## config.mk

```make
export PLATFORM = sky130hd
export DESIGN_NAME = smr_regs
export DESIGN_NICKNAME = d
export VERILOG_FILES = /design/src/smr_pkg.sv /design/src/smr_regs.sv
export VERILOG_INCLUDE_DIRS = /design/src
export SDC_FILE = /design/constraint.sdc
export NUM_CORES = 1
export LEC_CHECK = 0
export ABC_AREA = 1
export BUFFER_PORTS_ARGS = -buffer_cell sky130_fd_sc_hd__buf_2
export CAP_MARGIN = 10
export CORE_AREA = 4 4 128 130
export DETAILED_ROUTE_END_ITERATION = 10
export DIE_AREA = 0 0 132 134
export HOLD_SLACK_MARGIN = 0.06
export PLACE_DENSITY = 0.64
export SLEW_MARGIN = 20
export SYNTH_ARGS = -nofsm -noshare
export SYNTH_HDL_FRONTEND = slang
export SYNTH_SLANG_ARGS = --single-unit
```

## constraint.sdc

```tcl
create_clock -name sys_clk -period 2.25 [get_ports sys_clk]
set_input_delay 0.45 -clock sys_clk [delete_from_list [all_inputs] [get_ports sys_clk]]
set_output_delay 0.45 -clock sys_clk [all_outputs]
set_load 0.005 [all_outputs]
```

## src/smr_defs.svh

```systemverilog
// Purpose: offsets, reset values, codes and counts for smr block
// Assumes: mode-register addresses are the six-bit MA field
// Notes:   addresses, reset values and codes of the block live here; bit positions are written in the code
`ifndef SMR_DEFS_SVH
`define SMR_DEFS_SVH
// ==========================================================
// register addresses
`define SMR_ADDR_BANK_MASK    6'h10
`define SMR_ADDR_SEG_MASK     6'h11
`define SMR_ADDR_CNT_LOW      6'h12
`define SMR_ADDR_CNT_HIGH     6'h13
`define SMR_ADDR_UB_INVERT    6'h14
`define SMR_ADDR_RSVD_A       6'h15
`define SMR_ADDR_TERM         6'h16
`define SMR_ADDR_RUNTIME      6'h17
`define SMR_ADDR_ROW_HAMMER   6'h18
// ==========================================================
// reset values
`define SMR_RST_BANK_MASK     8'h00
`define SMR_RST_SEG_MASK      8'h00
`define SMR_RST_UB_INVERT     8'h55
`define SMR_RST_TERM          8'h00
`define SMR_RST_RUNTIME       8'h00
`define SMR_RST_RH_CTRL       4'h0
// ==========================================================
// fields and codes
`define SMR_TERM_CODE_RSVD    3'h7
`define SMR_MPC_STOP_OSC      7'h4D
`define SMR_RT_SHORT_UNIT     16
`define SMR_RT_2048           16'h0800
`define SMR_RT_4096           16'h1000
`define SMR_RT_8192           16'h2000
`define SMR_MAC_RSVD          3'h7
`define SMR_MAC_NONE          3'h0
`endif

```

## src/smr_pkg.sv

```systemverilog
// Purpose: shared types of the smr block
// Assumes: nothing beyond the defs header
// Notes:   types only
package smr_pkg;
  // ========================================================
  // termination setting as applied to the pads
  typedef struct packed {
    logic       ca_term_dis;
    logic       cs_term_dis;
    logic       ck_term_dis;
    logic [2:0] ctrl_term_code;
  } smr_term_s;
  // ========================================================
  // mode-register command from the command decoder
  typedef struct packed {
    logic       wr;
    logic       rd;
    logic [5:0] addr;
    logic [7:0] data;
  } smr_cmd_s;
  typedef enum logic [0:0] {SMR_TMR_IDLE, SMR_TMR_RUN} smr_tmr_e;
endpackage

```

## src/smr_regs.sv

```systemverilog
// Purpose: mode-register bank for refresh masks, training count,
//          pattern invert, termination, strobe timer and row hammer
// Assumes: decoded mode-register commands arrive one cycle wide
// Notes:   read data valid one cycle after rd
`timescale 1ns/1ps
`include "smr_defs.svh"
module smr_regs (
  // clock and reset
  input  wire logic             sys_clk,
  input  wire logic             srst,
  input  wire logic             clk_en,
  // mode-register command
  input  wire smr_pkg::smr_cmd_s cmd,
  input  wire logic             chan_sel,
  output logic [7:0]            rd_data,
  output logic                  rd_valid,
  // setpoint selects and io configuration
  input  wire logic             setpoint_write_select,
  input  wire logic             setpoint_operate_select,
  input  wire logic             io_dbi_rd_en,
  // strobe oscillator
  input  wire logic             osc_start,
  input  wire logic             osc_stop,
  input  wire logic             osc_tick,
  output logic                  osc_running,
  // fixed device facts
  input  wire logic [2:0]       mac_value_in,
  input  wire logic             mac_unlimited_in,
  // refresh and pad controls
  output logic [7:0]            bank_mask_ch0,
  output logic [7:0]            bank_mask_ch1,
  output logic [7:0]            seg_mask_ch0,
  output logic [7:0]            seg_mask_ch1,
  output smr_pkg::smr_term_s    term_active,
  output logic [7:0]            dq_invert_upper,
  output logic                  upper_data_mask_lane_inv,
  output logic                  cal_dbi_en,
  output logic                  trr_en,
  output logic [2:0]            trr_bank
);
  // ========================================================
  // functions
  function automatic logic [15:0] runtime_limit(input logic [7:0] rt);
    logic [15:0] lim;
    lim = 16'h0000;
    case (rt[7:6])
      2'b01:   lim = `SMR_RT_2048;
      2'b10:   lim = `SMR_RT_4096;
      2'b11:   lim = `SMR_RT_8192;
      default: lim = 16'({rt[5:0]} * `SMR_RT_SHORT_UNIT);
    endcase
    return lim;
  endfunction
  function automatic logic [2:0] mac_field(input logic [2:0] v,
                                          input logic unl);
    logic [2:0] f;
    f = (unl || v == `SMR_MAC_RSVD) ? `SMR_MAC_NONE : v;
    return f;
  endfunction

  // ========================================================
  // register state
  logic [7:0]  bank_r [2];
  logic [7:0]  seg_r  [2];
  logic [7:0]  bank_nxt [2];
  logic [7:0]  seg_nxt  [2];
  logic [7:0]  inv_r, inv_nxt;
  logic [5:0]  term_r [2];
  logic [5:0]  term_nxt [2];
  logic [7:0]  rt_r, rt_nxt;
  logic [3:0]  rh_r, rh_nxt;
  logic [15:0] cnt_r, cnt_nxt;
  logic [15:0] tmr_r, tmr_nxt;
  smr_pkg::smr_tmr_e st_r, st_nxt;
  logic [7:0]  rd_nxt;
  logic        ch;
  logic        fw;

  assign ch = chan_sel;
  assign fw = setpoint_write_select;

  always_comb begin
    bank_nxt = bank_r;
    seg_nxt  = seg_r;
    inv_nxt  = inv_r;
    term_nxt = term_r;
    rt_nxt   = rt_r;
    rh_nxt   = rh_r;
    if (cmd.wr) begin
      case (cmd.addr)
        `SMR_ADDR_BANK_MASK:  bank_nxt[ch] = cmd.data;
        `SMR_ADDR_SEG_MASK:   seg_nxt[ch]  = cmd.data;
        `SMR_ADDR_UB_INVERT:  inv_nxt      = cmd.data;
        `SMR_ADDR_TERM:       term_nxt[fw] = cmd.data[5:0];
        `SMR_ADDR_RUNTIME:    rt_nxt       = cmd.data;
        `SMR_ADDR_ROW_HAMMER: rh_nxt       = cmd.data[7:4];
        default: ;
      endcase
    end
  end

  // ========================================================
  // oscillator count and interval timer
  always_comb begin
    cnt_nxt = cnt_r;
    tmr_nxt = tmr_r;
    st_nxt  = st_r;
    case (st_r)
      smr_pkg::SMR_TMR_IDLE: begin
        if (osc_start) begin
          cnt_nxt = 16'h0000;
          tmr_nxt = 16'h0000;
          st_nxt  = smr_pkg::SMR_TMR_RUN;
        end
      end
      smr_pkg::SMR_TMR_RUN: begin
        if (osc_start) begin
          cnt_nxt = 16'h0000;
          tmr_nxt = 16'h0000;
        end else begin
          tmr_nxt = tmr_r + 16'h0001;
          if (osc_tick)
            cnt_nxt = cnt_r + 16'h0001;
          if (rt_r == 8'h00) begin
            if (osc_stop)
              st_nxt = smr_pkg::SMR_TMR_IDLE;
          end else if (tmr_nxt >= runtime_limit(rt_r)) begin
            st_nxt = smr_pkg::SMR_TMR_IDLE;
          end
        end
      end
      default: st_nxt = smr_pkg::SMR_TMR_IDLE;
    endcase
  end

  // ========================================================
  // read path
  always_comb begin
    rd_nxt = 8'h00;
    case (cmd.addr)
      `SMR_ADDR_CNT_LOW:   rd_nxt = cnt_r[7:0];
      `SMR_ADDR_CNT_HIGH:  rd_nxt = cnt_r[15:8];
      `SMR_ADDR_TERM:      rd_nxt = {2'b00, term_r[fw]};
      `SMR_ADDR_ROW_HAMMER:
        rd_nxt = {rh_r, mac_unlimited_in,
                  mac_field(mac_value_in, mac_unlimited_in)};
      default:             rd_nxt = 8'h00;
    endcase
  end

  always_ff @(posedge sys_clk) begin
    if (srst) begin
      bank_r   <= '{`SMR_RST_BANK_MASK, `SMR_RST_BANK_MASK};
      seg_r    <= '{`SMR_RST_SEG_MASK, `SMR_RST_SEG_MASK};
      inv_r    <= `SMR_RST_UB_INVERT;
      term_r   <= '{6'(`SMR_RST_TERM), 6'(`SMR_RST_TERM)};
      rt_r     <= `SMR_RST_RUNTIME;
      rh_r     <= `SMR_RST_RH_CTRL;
      cnt_r    <= 16'h0000;
      tmr_r    <= 16'h0000;
      st_r     <= smr_pkg::SMR_TMR_IDLE;
      rd_data  <= 8'h00;
      rd_valid <= 1'b0;
    end else if (clk_en) begin
      bank_r   <= bank_nxt;
      seg_r    <= seg_nxt;
      inv_r    <= inv_nxt;
      term_r   <= term_nxt;
      rt_r     <= rt_nxt;
      rh_r     <= rh_nxt;
      cnt_r    <= cnt_nxt;
      tmr_r    <= tmr_nxt;
      st_r     <= st_nxt;
      rd_data  <= cmd.rd ? rd_nxt : 8'h00;
      rd_valid <= cmd.rd;
    end
  end

  // ========================================================
  // outputs, each from a flip-flop
  logic [5:0] term_op;
  assign term_op = term_r[setpoint_operate_select];

  always_ff @(posedge sys_clk) begin
    if (srst) begin
      bank_mask_ch0   <= `SMR_RST_BANK_MASK;
      bank_mask_ch1   <= `SMR_RST_BANK_MASK;
      seg_mask_ch0    <= `SMR_RST_SEG_MASK;
      seg_mask_ch1    <= `SMR_RST_SEG_MASK;
      term_active     <= '0;
      dq_invert_upper <= `SMR_RST_UB_INVERT;
      upper_data_mask_lane_inv <= 1'b0;
      cal_dbi_en      <= 1'b0;
      trr_en          <= 1'b0;
      trr_bank        <= 3'h0;
      osc_running     <= 1'b0;
    end else if (clk_en) begin
      bank_mask_ch0   <= bank_r[0];
      bank_mask_ch1   <= bank_r[1];
      seg_mask_ch0    <= seg_r[0];
      seg_mask_ch1    <= seg_r[1];
      // reserved code falls back to off rather than an unknown drive
      term_active.ctrl_term_code <= (term_op[2:0] == `SMR_TERM_CODE_RSVD)
                                    ? 3'h0 : term_op[2:0];
      term_active.ck_term_dis <= term_op[3];
      term_active.cs_term_dis <= term_op[4];
      term_active.ca_term_dis <= term_op[5];
      dq_invert_upper <= inv_r;
      upper_data_mask_lane_inv <= 1'b0;
      cal_dbi_en      <= 1'b0 & io_dbi_rd_en;
      trr_en          <= rh_r[3];
      trr_bank        <= rh_r[2:0];
      osc_running     <= (st_nxt == smr_pkg::SMR_TMR_RUN);
    end
  end

  // ========================================================
  // checks
  cnt_clear_a: assert property (@(posedge sys_clk) disable iff (srst)
    clk_en && osc_start |=> cnt_r == 16'h0000)
    else $error("count not cleared on start");
  cnt_read_a: assert property (@(posedge sys_clk) disable iff (srst)
    clk_en && cmd.rd && cmd.addr == `SMR_ADDR_CNT_HIGH
      |=> rd_data == $past(cnt_r[15:8]))
    else $error("count high byte mismatch");
  bank_write_a: assert property (@(posedge sys_clk) disable iff (srst)
    clk_en && cmd.wr && cmd.addr == `SMR_ADDR_BANK_MASK && !chan_sel
      ##1 clk_en |=> bank_mask_ch0 == $past(cmd.data, 2))
    else $error("bank mask ch0 not applied");
  seg_write_a: assert property (@(posedge sys_clk) disable iff (srst)
    clk_en && cmd.wr && cmd.addr == `SMR_ADDR_SEG_MASK && chan_sel
      ##1 clk_en |=> seg_mask_ch1 == $past(cmd.data, 2))
    else $error("segment mask ch1 not applied");
  dm_true_a: assert property (@(posedge sys_clk) disable iff (srst)
    !upper_data_mask_lane_inv && !cal_dbi_en)
    else $error("mask lane inverted or dbi on");
  term_sel_a: assert property (@(posedge sys_clk) disable iff (srst)
    clk_en && cmd.rd && cmd.addr == `SMR_ADDR_TERM
      |=> rd_data[5:0] == $past(term_r[fw]))
    else $error("termination read wrong copy");
  mac_unl_a: assert property (@(posedge sys_clk) disable iff (srst)
    clk_en && cmd.rd && cmd.addr == `SMR_ADDR_ROW_HAMMER
      && mac_unlimited_in |=> rd_data[3:0] == 4'h8)
    else $error("unlimited flag field not zero");
  tmr_stop_a: assert property (@(posedge sys_clk) disable iff (srst)
    clk_en && st_r == smr_pkg::SMR_TMR_RUN && !osc_start
      && rt_r == 8'h01 && tmr_r == 16'h000F
      |=> st_r == smr_pkg::SMR_TMR_IDLE)
    else $error("timer did not stop at 16");
  man_stop_a: assert property (@(posedge sys_clk) disable iff (srst)
    clk_en && st_r == smr_pkg::SMR_TMR_RUN && rt_r == 8'h00
      && osc_stop && !osc_start |=> st_r == smr_pkg::SMR_TMR_IDLE)
    else $error("stop command ignored");
  trr_def_a: assert property (@(posedge sys_clk)
    srst ##1 !srst |-> !trr_en)
    else $error("row refresh enabled after reset");
  term_op_a: assert property (@(posedge sys_clk) disable iff (srst)
    clk_en ##1 clk_en |-> term_active.ck_term_dis
      == $past(term_r[setpoint_operate_select][3]))
    else $error("wrong operating setpoint");
endmodule

```

==> flow_summary.ini, run 1 <==
[grt]
track_usage = 0.1902
grt_pass1_wl_mm = 27.27
antenna_found_initial = 1
grt_pass1_vias = 5472
grt_max_degree = 116
grt-ovfl-total = 0

[job]
max-cap-violations = 0

[finish]
syn2layout_area_growth_pct = 20.80
n_antenna_cell = 0
fillCellCount = 1469
multi_input_area_um2 = 3079
final_common_cell = dfxtp_1
layout-drive-gt1-share = 0.1910
register_area_um2 = 3136
layout_common_cells = 150 x dfxtp_1, 143 x a21oi_1, 135 x nand2_1, 124 x o21ai_0, 103 x inv_1
fin_nets = 1033

[die]
initial_core_util = 0.4445
rows = 45
die_x_um = 132
core_um2 = 15150
num_io_pins = 92
dieArea_um2 = 17690
fp.dieH_um = 134

[cts]
htree_levels = 4
tritoncts = yes
clk_pin_slew_ns = 0.06
cts_inserted_buffers = 17
postCtsHoldBufs = 0
clockRootBuffer = clkbuf_16
clk_latency_ns = 0.42
clock_sinks = 156
cts_buffer_depth = 2

[sta]
slew_viol_final = 0
period_share = 0.9704
whs_ns = 0.3238
clock_skew_ns = 0.005798
period_needed_ns = 2.183
worstMarginPinSlew_ns = 0.6505
fmaxAchievable_mhz = 458.0
worst_slack_ns = 0.06657
final_hold_viol_count = 0
setup_viol = 0
relSlewSlack = 0.5663
rsz0062_at_grt = true

[synthesis]
synth-edff-count = 0
synth_top_family_by_area = compound AO/OA/AOI/OAI gates
syn_inst = 904
yosysSeqAreaShare = 0.4639
synth-simple-area-share = 0.1870
synth_flop_cell = dfxtp_1
ys_seq_elements = 156
ys_types = 45
synth_compound_area_frac = 0.2251
synthAdderAreaFrac = 0.02044
yosysWarnings = 0
postSynth.asyncResetShare = 0
synth-xor-area-share = 0.01282
syn-cell-area_um2 = 6733
muxShareOfSynthArea = 0
syn_area_per_cell_um2 = 7.448

[drt]
detail-route-antenna-nets = 0
drc = 0
wirelength_mm = 16.80
wl_per_cell_um = 14.08
drt_iter0_drc = 475
dr.pass1.iters = 5
viasPerCell = 5.041
vias = 6014

[outcome]
status = completed

[power_and_ir_drop]
intPower_mw = 4.751
cellLeakagePower_nw = 3.297
switchingPower_mw = 1.438
p_seq_frac = 0.459
powerDensity_nw_per_um2 = 761.1
totalPowerFinal_mw = 6.190
p_clk_frac = 0.483
pwr-share-comb = 0.058
vdd_ir_drop_max_mv = 0.5199
p_sw_frac = 0.2324

[worst_setup_path]
worstSetupPathType = flip-flop to flip-flop
cp.arrival_ns = 2.53
r2r-start = tmr_r[0]
startpoint_type = flip-flop
timing.critical_path.required_ns = 2.60
worstSetupEndpointType = flip-flop
reg2reg_slack_ns = 0.07
crit_fanout = 3
reg2reg_depth = 18
reg2reg_to = osc_running

[place]
hpwl_mm = 11.51
post-place-ws_ns = 0.03604
place_congestion = 0.8179
place.port_buffers = 88

[min_path]
hold_start = srst
min_to = tmr_r[4]
whs_path_depth = 3
min-delay-path-class = input pin to flip-flop
==> cells by family (layout without fill, tap and decap cells) <==
group	Yosys count	in the layout
compound gates	292	292
simple gates	277	277
buf+inv	158	258
flops	156	156
fa+ha+maj	11	11
xor+xnor	9	9
other cells	1	2
==> critical path, stage by stage, from the launching register on <==
cell     delay [ns]
dfxtp_4        0.38
nand4_4        0.12
nor2_4         0.12
nand2_2        0.07
inv_2          0.09
nand2_4        0.06
nor2_4         0.10
nand3_2        0.09
xnor2_2        0.20
ha_1           0.26
nand2_1        0.07
o21ai_1        0.06
nor2_1         0.10
nand2_1        0.06
nor2_1         0.08
nand2_1        0.06
nand2_1        0.05
nand2_1        0.04
a21oi_1        0.11
==> power by group through the flow <==
stage	sequential (mW)	combinational (mW)	clock (mW)
5_1_grt	2.85	0.408	3.15
3_5_place_dp	2.90	0.360	0
2_1_floorplan	2.90	0.198	0
6_report	2.84	0.360	2.99
3_3_place_gp	2.90	0.359	0
4_1_cts	2.84	0.362	3.04
==> Yosys cell counts (7+ instances only) <==
cell type	instances	area, um2
nor3_1	16	80.08
nand3_1	38	190.2
a21oi_1	143	715.7
inv_1	103	386.6
nor2_2	8	50.05
ha_1	11	137.6
inv_2	8	30.03
dfxtp_1	156	3123
nor2_1	52	195.2
nand2_2	7	43.79
nand2_1	135	506.7
o21ai_0	125	625.6
clkbuf_1	30	112.6
==> flip-flops by register name, indices dropped and copies added, names as in the netlist, 8 cells and up <==
register and count:
rd_data 8, term_r 12, bank_mask_ch1 8, seg_r 16, inv_r 8, bank_mask_ch0 8
bank_r 16, dq_invert_upper 8, rt_r 8, seg_mask_ch1 8, tmr_r 16, seg_mask_ch0 8
cnt_r 16
==> cell type report <==
| class | instances | area share |
|---|---|---|
| flip-flops and latches | 156 | 0.3855 |
| multi-input cells | 591 | 0.3786 |
| repair buffers | 112 | 0.07831 |
| clock buffers | 20 | 0.05615 |
| inverters | 114 | 0.05262 |
| well taps | 188 | 0.02892 |
| clock inverters | 12 | 0.01985 |
==> timing repair <==
action,CTS,global route
setup endpoints to repair,0,1
gates resized for setup,0,21
setup buffers,0,1
==> worst max path at each step <==
stage,from,endpoint,slack [ns],depth (start not counted)
detailed placement,tmr_r[1],osc_running,0.04,16
global placement,tmr_r[1],osc_running,0.05,16
CTS,tmr_r[1],osc_running,0.003,16
global route,tmr_r[0],osc_running,-0.12,18
floorplan,tmr_r[2],osc_running,0.16,18
finish,tmr_r[0],osc_running,0.07,18
==> through the flow <==
stage / cell area, um2 / std cells / TNS, ns / util
after floorplan: 6736 / 905 / 0 / -
after global placement: 7417 / 1160 / 0 / 0.4897
after detailed placement: 7417 / 1160 / 0 / 0.4897
after CTS: 8035 / 1192 / 0 / 0.5305
after global routing: 8133 / 1193 / -0.1183 / 0.5370
final: 8133 / 1193 / 0 / 0.5370
==> metal layers <==
layer  vias up  share of wire  GRT usage
met5         -        0.00077          0
met4         2          0.018    0.07526
met3        28          0.050    0.04951
met2       136           0.44     0.2859
met1      2673           0.49     0.2620
li1       3175              -          -
Note: power is estimated with default switching activity, not from simulation.
==> run 2, diff against run 1 <==
Settings changed: CORE_AREA 4 4 128 130 to 4 4 144 146, DIE_AREA 0 0 132 134 to 0 0 148 150, PLACE_DENSITY 0.64 to 0.52.
==> run 2 against run 1 <==
Compared with the run above:
- global-route usage shrank 2.8 points
- critical path depth shrank 2
- cell count grew 6.8%
- core utilization shrank 11 points
- via count grew 0.20%
- worst hold slack gained 0.044 ns
- cell area grew 1.7%
- die area grew 26%
- fmax grew 0.66%
- critical path type unchanged
- largest power group unchanged
- highest routed layer is now met4
==> flow_summary.ini, run 2 (synthesis results as in run 1) <==
[finish]
fin_nets = 1037
syn2layout_area_growth_pct = 22.80
final_cells = 1274
final_common_cell = dfxtp_1
fillCellCount = 2033
n_antenna_cell = 0
layout_common_cells = 150 x dfxtp_1, 143 x a21oi_1, 135 x nand2_1, 125 x o21ai_0, 103 x inv_1
layout-drive-gt1-share = 0.1923

[worst_setup_path]
path_buf_inv = 1
reg2reg_to = osc_running
worstSetupEndpointType = flip-flop
cp_slowest_cell = dfxtp_4
crit_family = simple AND/OR/NAND/NOR gates
cpPeakStageDelay_ns = 0.39
startpoint_type = flip-flop
reg2reg_depth = 16
cp-endpoint = osc_running
crit_fanout = 5
cp.depth = 16
worstSetupPathType = flip-flop to flip-flop
crit_start = tmr_r[0]
path_cells = ha_4 > nand3_2 > nor2_4 > buf_12 > nand3_1 > xnor2_2 > ha_1 > nand2_1 > o21ai_0 > nor2_1 > nand2_1 > nor2_1 > nand2_1 > nand2_1 > nand2_1 > a21oi_1
cp.arrival_ns = 2.51
timing.critical_path.required_ns = 2.59
r2r-start = tmr_r[0]
path_common_cell = nand2_1
reg2reg_slack_ns = 0.08

[sta]
slew_viol_final = 0
clock_skew_ns = 0.007654
fmaxAchievable_mhz = 461.0
rsz0062_at_grt = true
period_share = 0.9641
final_hold_viol_count = 0
setup_viol = 0
period_needed_ns = 2.169
whs_ns = 0.3674

[cts]
clk_pin_slew_ns = 0.06
clk_latency_ns = 0.42
cts_buffer_depth = 2
htree_levels = 4
tritoncts = yes
clockRootBuffer = clkbuf_16
cts_inserted_buffers = 17
postCtsHoldBufs = 0
clock_sinks = 156
post_cts_buffers = 0

[grt]
grt-ovfl-total = 0
antenna_found_initial = 0
track_usage = 0.1620
grt_max_degree = 62
grt_pass1_vias = 5645
grt_pass1_wl_mm = 28.88

[die]
fp.dieH_um = 150
initial_core_util = 0.3471
rows = 51
core_um2 = 19400
num_io_pins = 92
dieArea_um2 = 22200
die_x_um = 148

[place]
hpwl_mm = 12.49
placed_cells = 1242
place_congestion = 0.7759
place.port_buffers = 88

[power_and_ir_drop]
vdd_ir_drop_max_mv = 0.4508
cellLeakagePower_nw = 3.335
powerDensity_nw_per_um2 = 757.4
totalPowerFinal_mw = 6.263

[drt]
viasPerCell = 4.730
vias = 6026
drc = 0
drt_iter0_drc = 391
dr.pass1.iters = 5
wl_per_cell_um = 13.97
detail-route-antenna-nets = 0
wirelength_mm = 17.79

[job]
max-cap-violations = 0

[min_path]
min-delay-path-class = input pin to flip-flop

[outcome]
status = completed
[run 2: changes by cell type in the layout (fill, tap and decap cells not counted), moves of 2 or more]
cell and delta:
clkinv_2 -2, inv_6 +2, ha_4 -2, nor2_4 -2, ha_1 +2, buf_12 +3, buf_4 +2
[run 2: where the power goes]
group          internal, mW  switching, mW
clock network          1.83           1.21
registers              2.81         0.0293
logic                 0.127          0.246
total                  4.77           1.49
[run 2: what timing repair did]
| item | in CTS | in global routing |
|---|---|---|
| cloned | 0 | 0 |
| pin swaps | 0 | 1 |
| endpoints found under the setup margin | 1 | 1 |
| gates resized for setup | 4 | 9 |
[run 2: final cells by class]
type	count	area (um2)	area share
sequential	156	3136	0.3792
multi-input combinational	591	3042	0.3679
timing repair buffer	116	700.7	0.08475
clock buffer	19	452.9	0.05478
inverter	114	427.9	0.05176
tap	265	331.6	0.04010
clock inverter	13	177.7	0.02149
[run 2: worst min path at each step]
stage	depth (start not counted)	from	endpoint	slack, ns
floorplan	2	inv_r[0]	inv_r[0]	0.43
global placement	2	seg_r[7]	seg_r[7]	0.44
detailed placement	2	bank_r[1]	bank_r[1]	0.44
CTS	2	clk_en	bank_mask_ch1[1]	0.34
global route	3	cmd[14]	rd_valid	0.37
finish	2	clk_en	bank_mask_ch1[1]	0.37
[run 2: worst reg2reg max path, cell delays in order (launching register included)]
cell and delay (ns):
dfxtp_4 0.39, ha_4 0.16, nand3_2 0.13, nor2_4 0.20, buf_12 0.12, nand3_1 0.12, xnor2_2 0.18, ha_1 0.20
nand2_1 0.05, o21ai_0 0.07, nor2_1 0.09, nand2_1 0.05, nor2_1 0.08, nand2_1 0.06, nand2_1 0.05, nand2_1 0.04
a21oi_1 0.11
[run 2: through the flow]
stage	instance area (um2)	setup TNS (ns)	utilization	worst slack (ns)
after floorplan	6736	0	-	0.1584
after global placement	7589	0	0.3912	0.002637
after detailed placement	7589	-0.02591	0.3912	-0.02591
after CTS	8232	0	0.4243	0.05774
after global routing	8268	-0.1375	0.4262	-0.1375
final	8268	0	0.4262	0.08088
[run 2: layer usage]
metal / global-route usage / routed length (um) / up-vias
met4: 0.04988 / 188 / 0
met3: 0.04028 / 912 / 19
met2: 0.2503 / 7927 / 106
met1: 0.2236 / 8765 / 2718
li1: - / - / 3183
met5: 0 / 0 / -
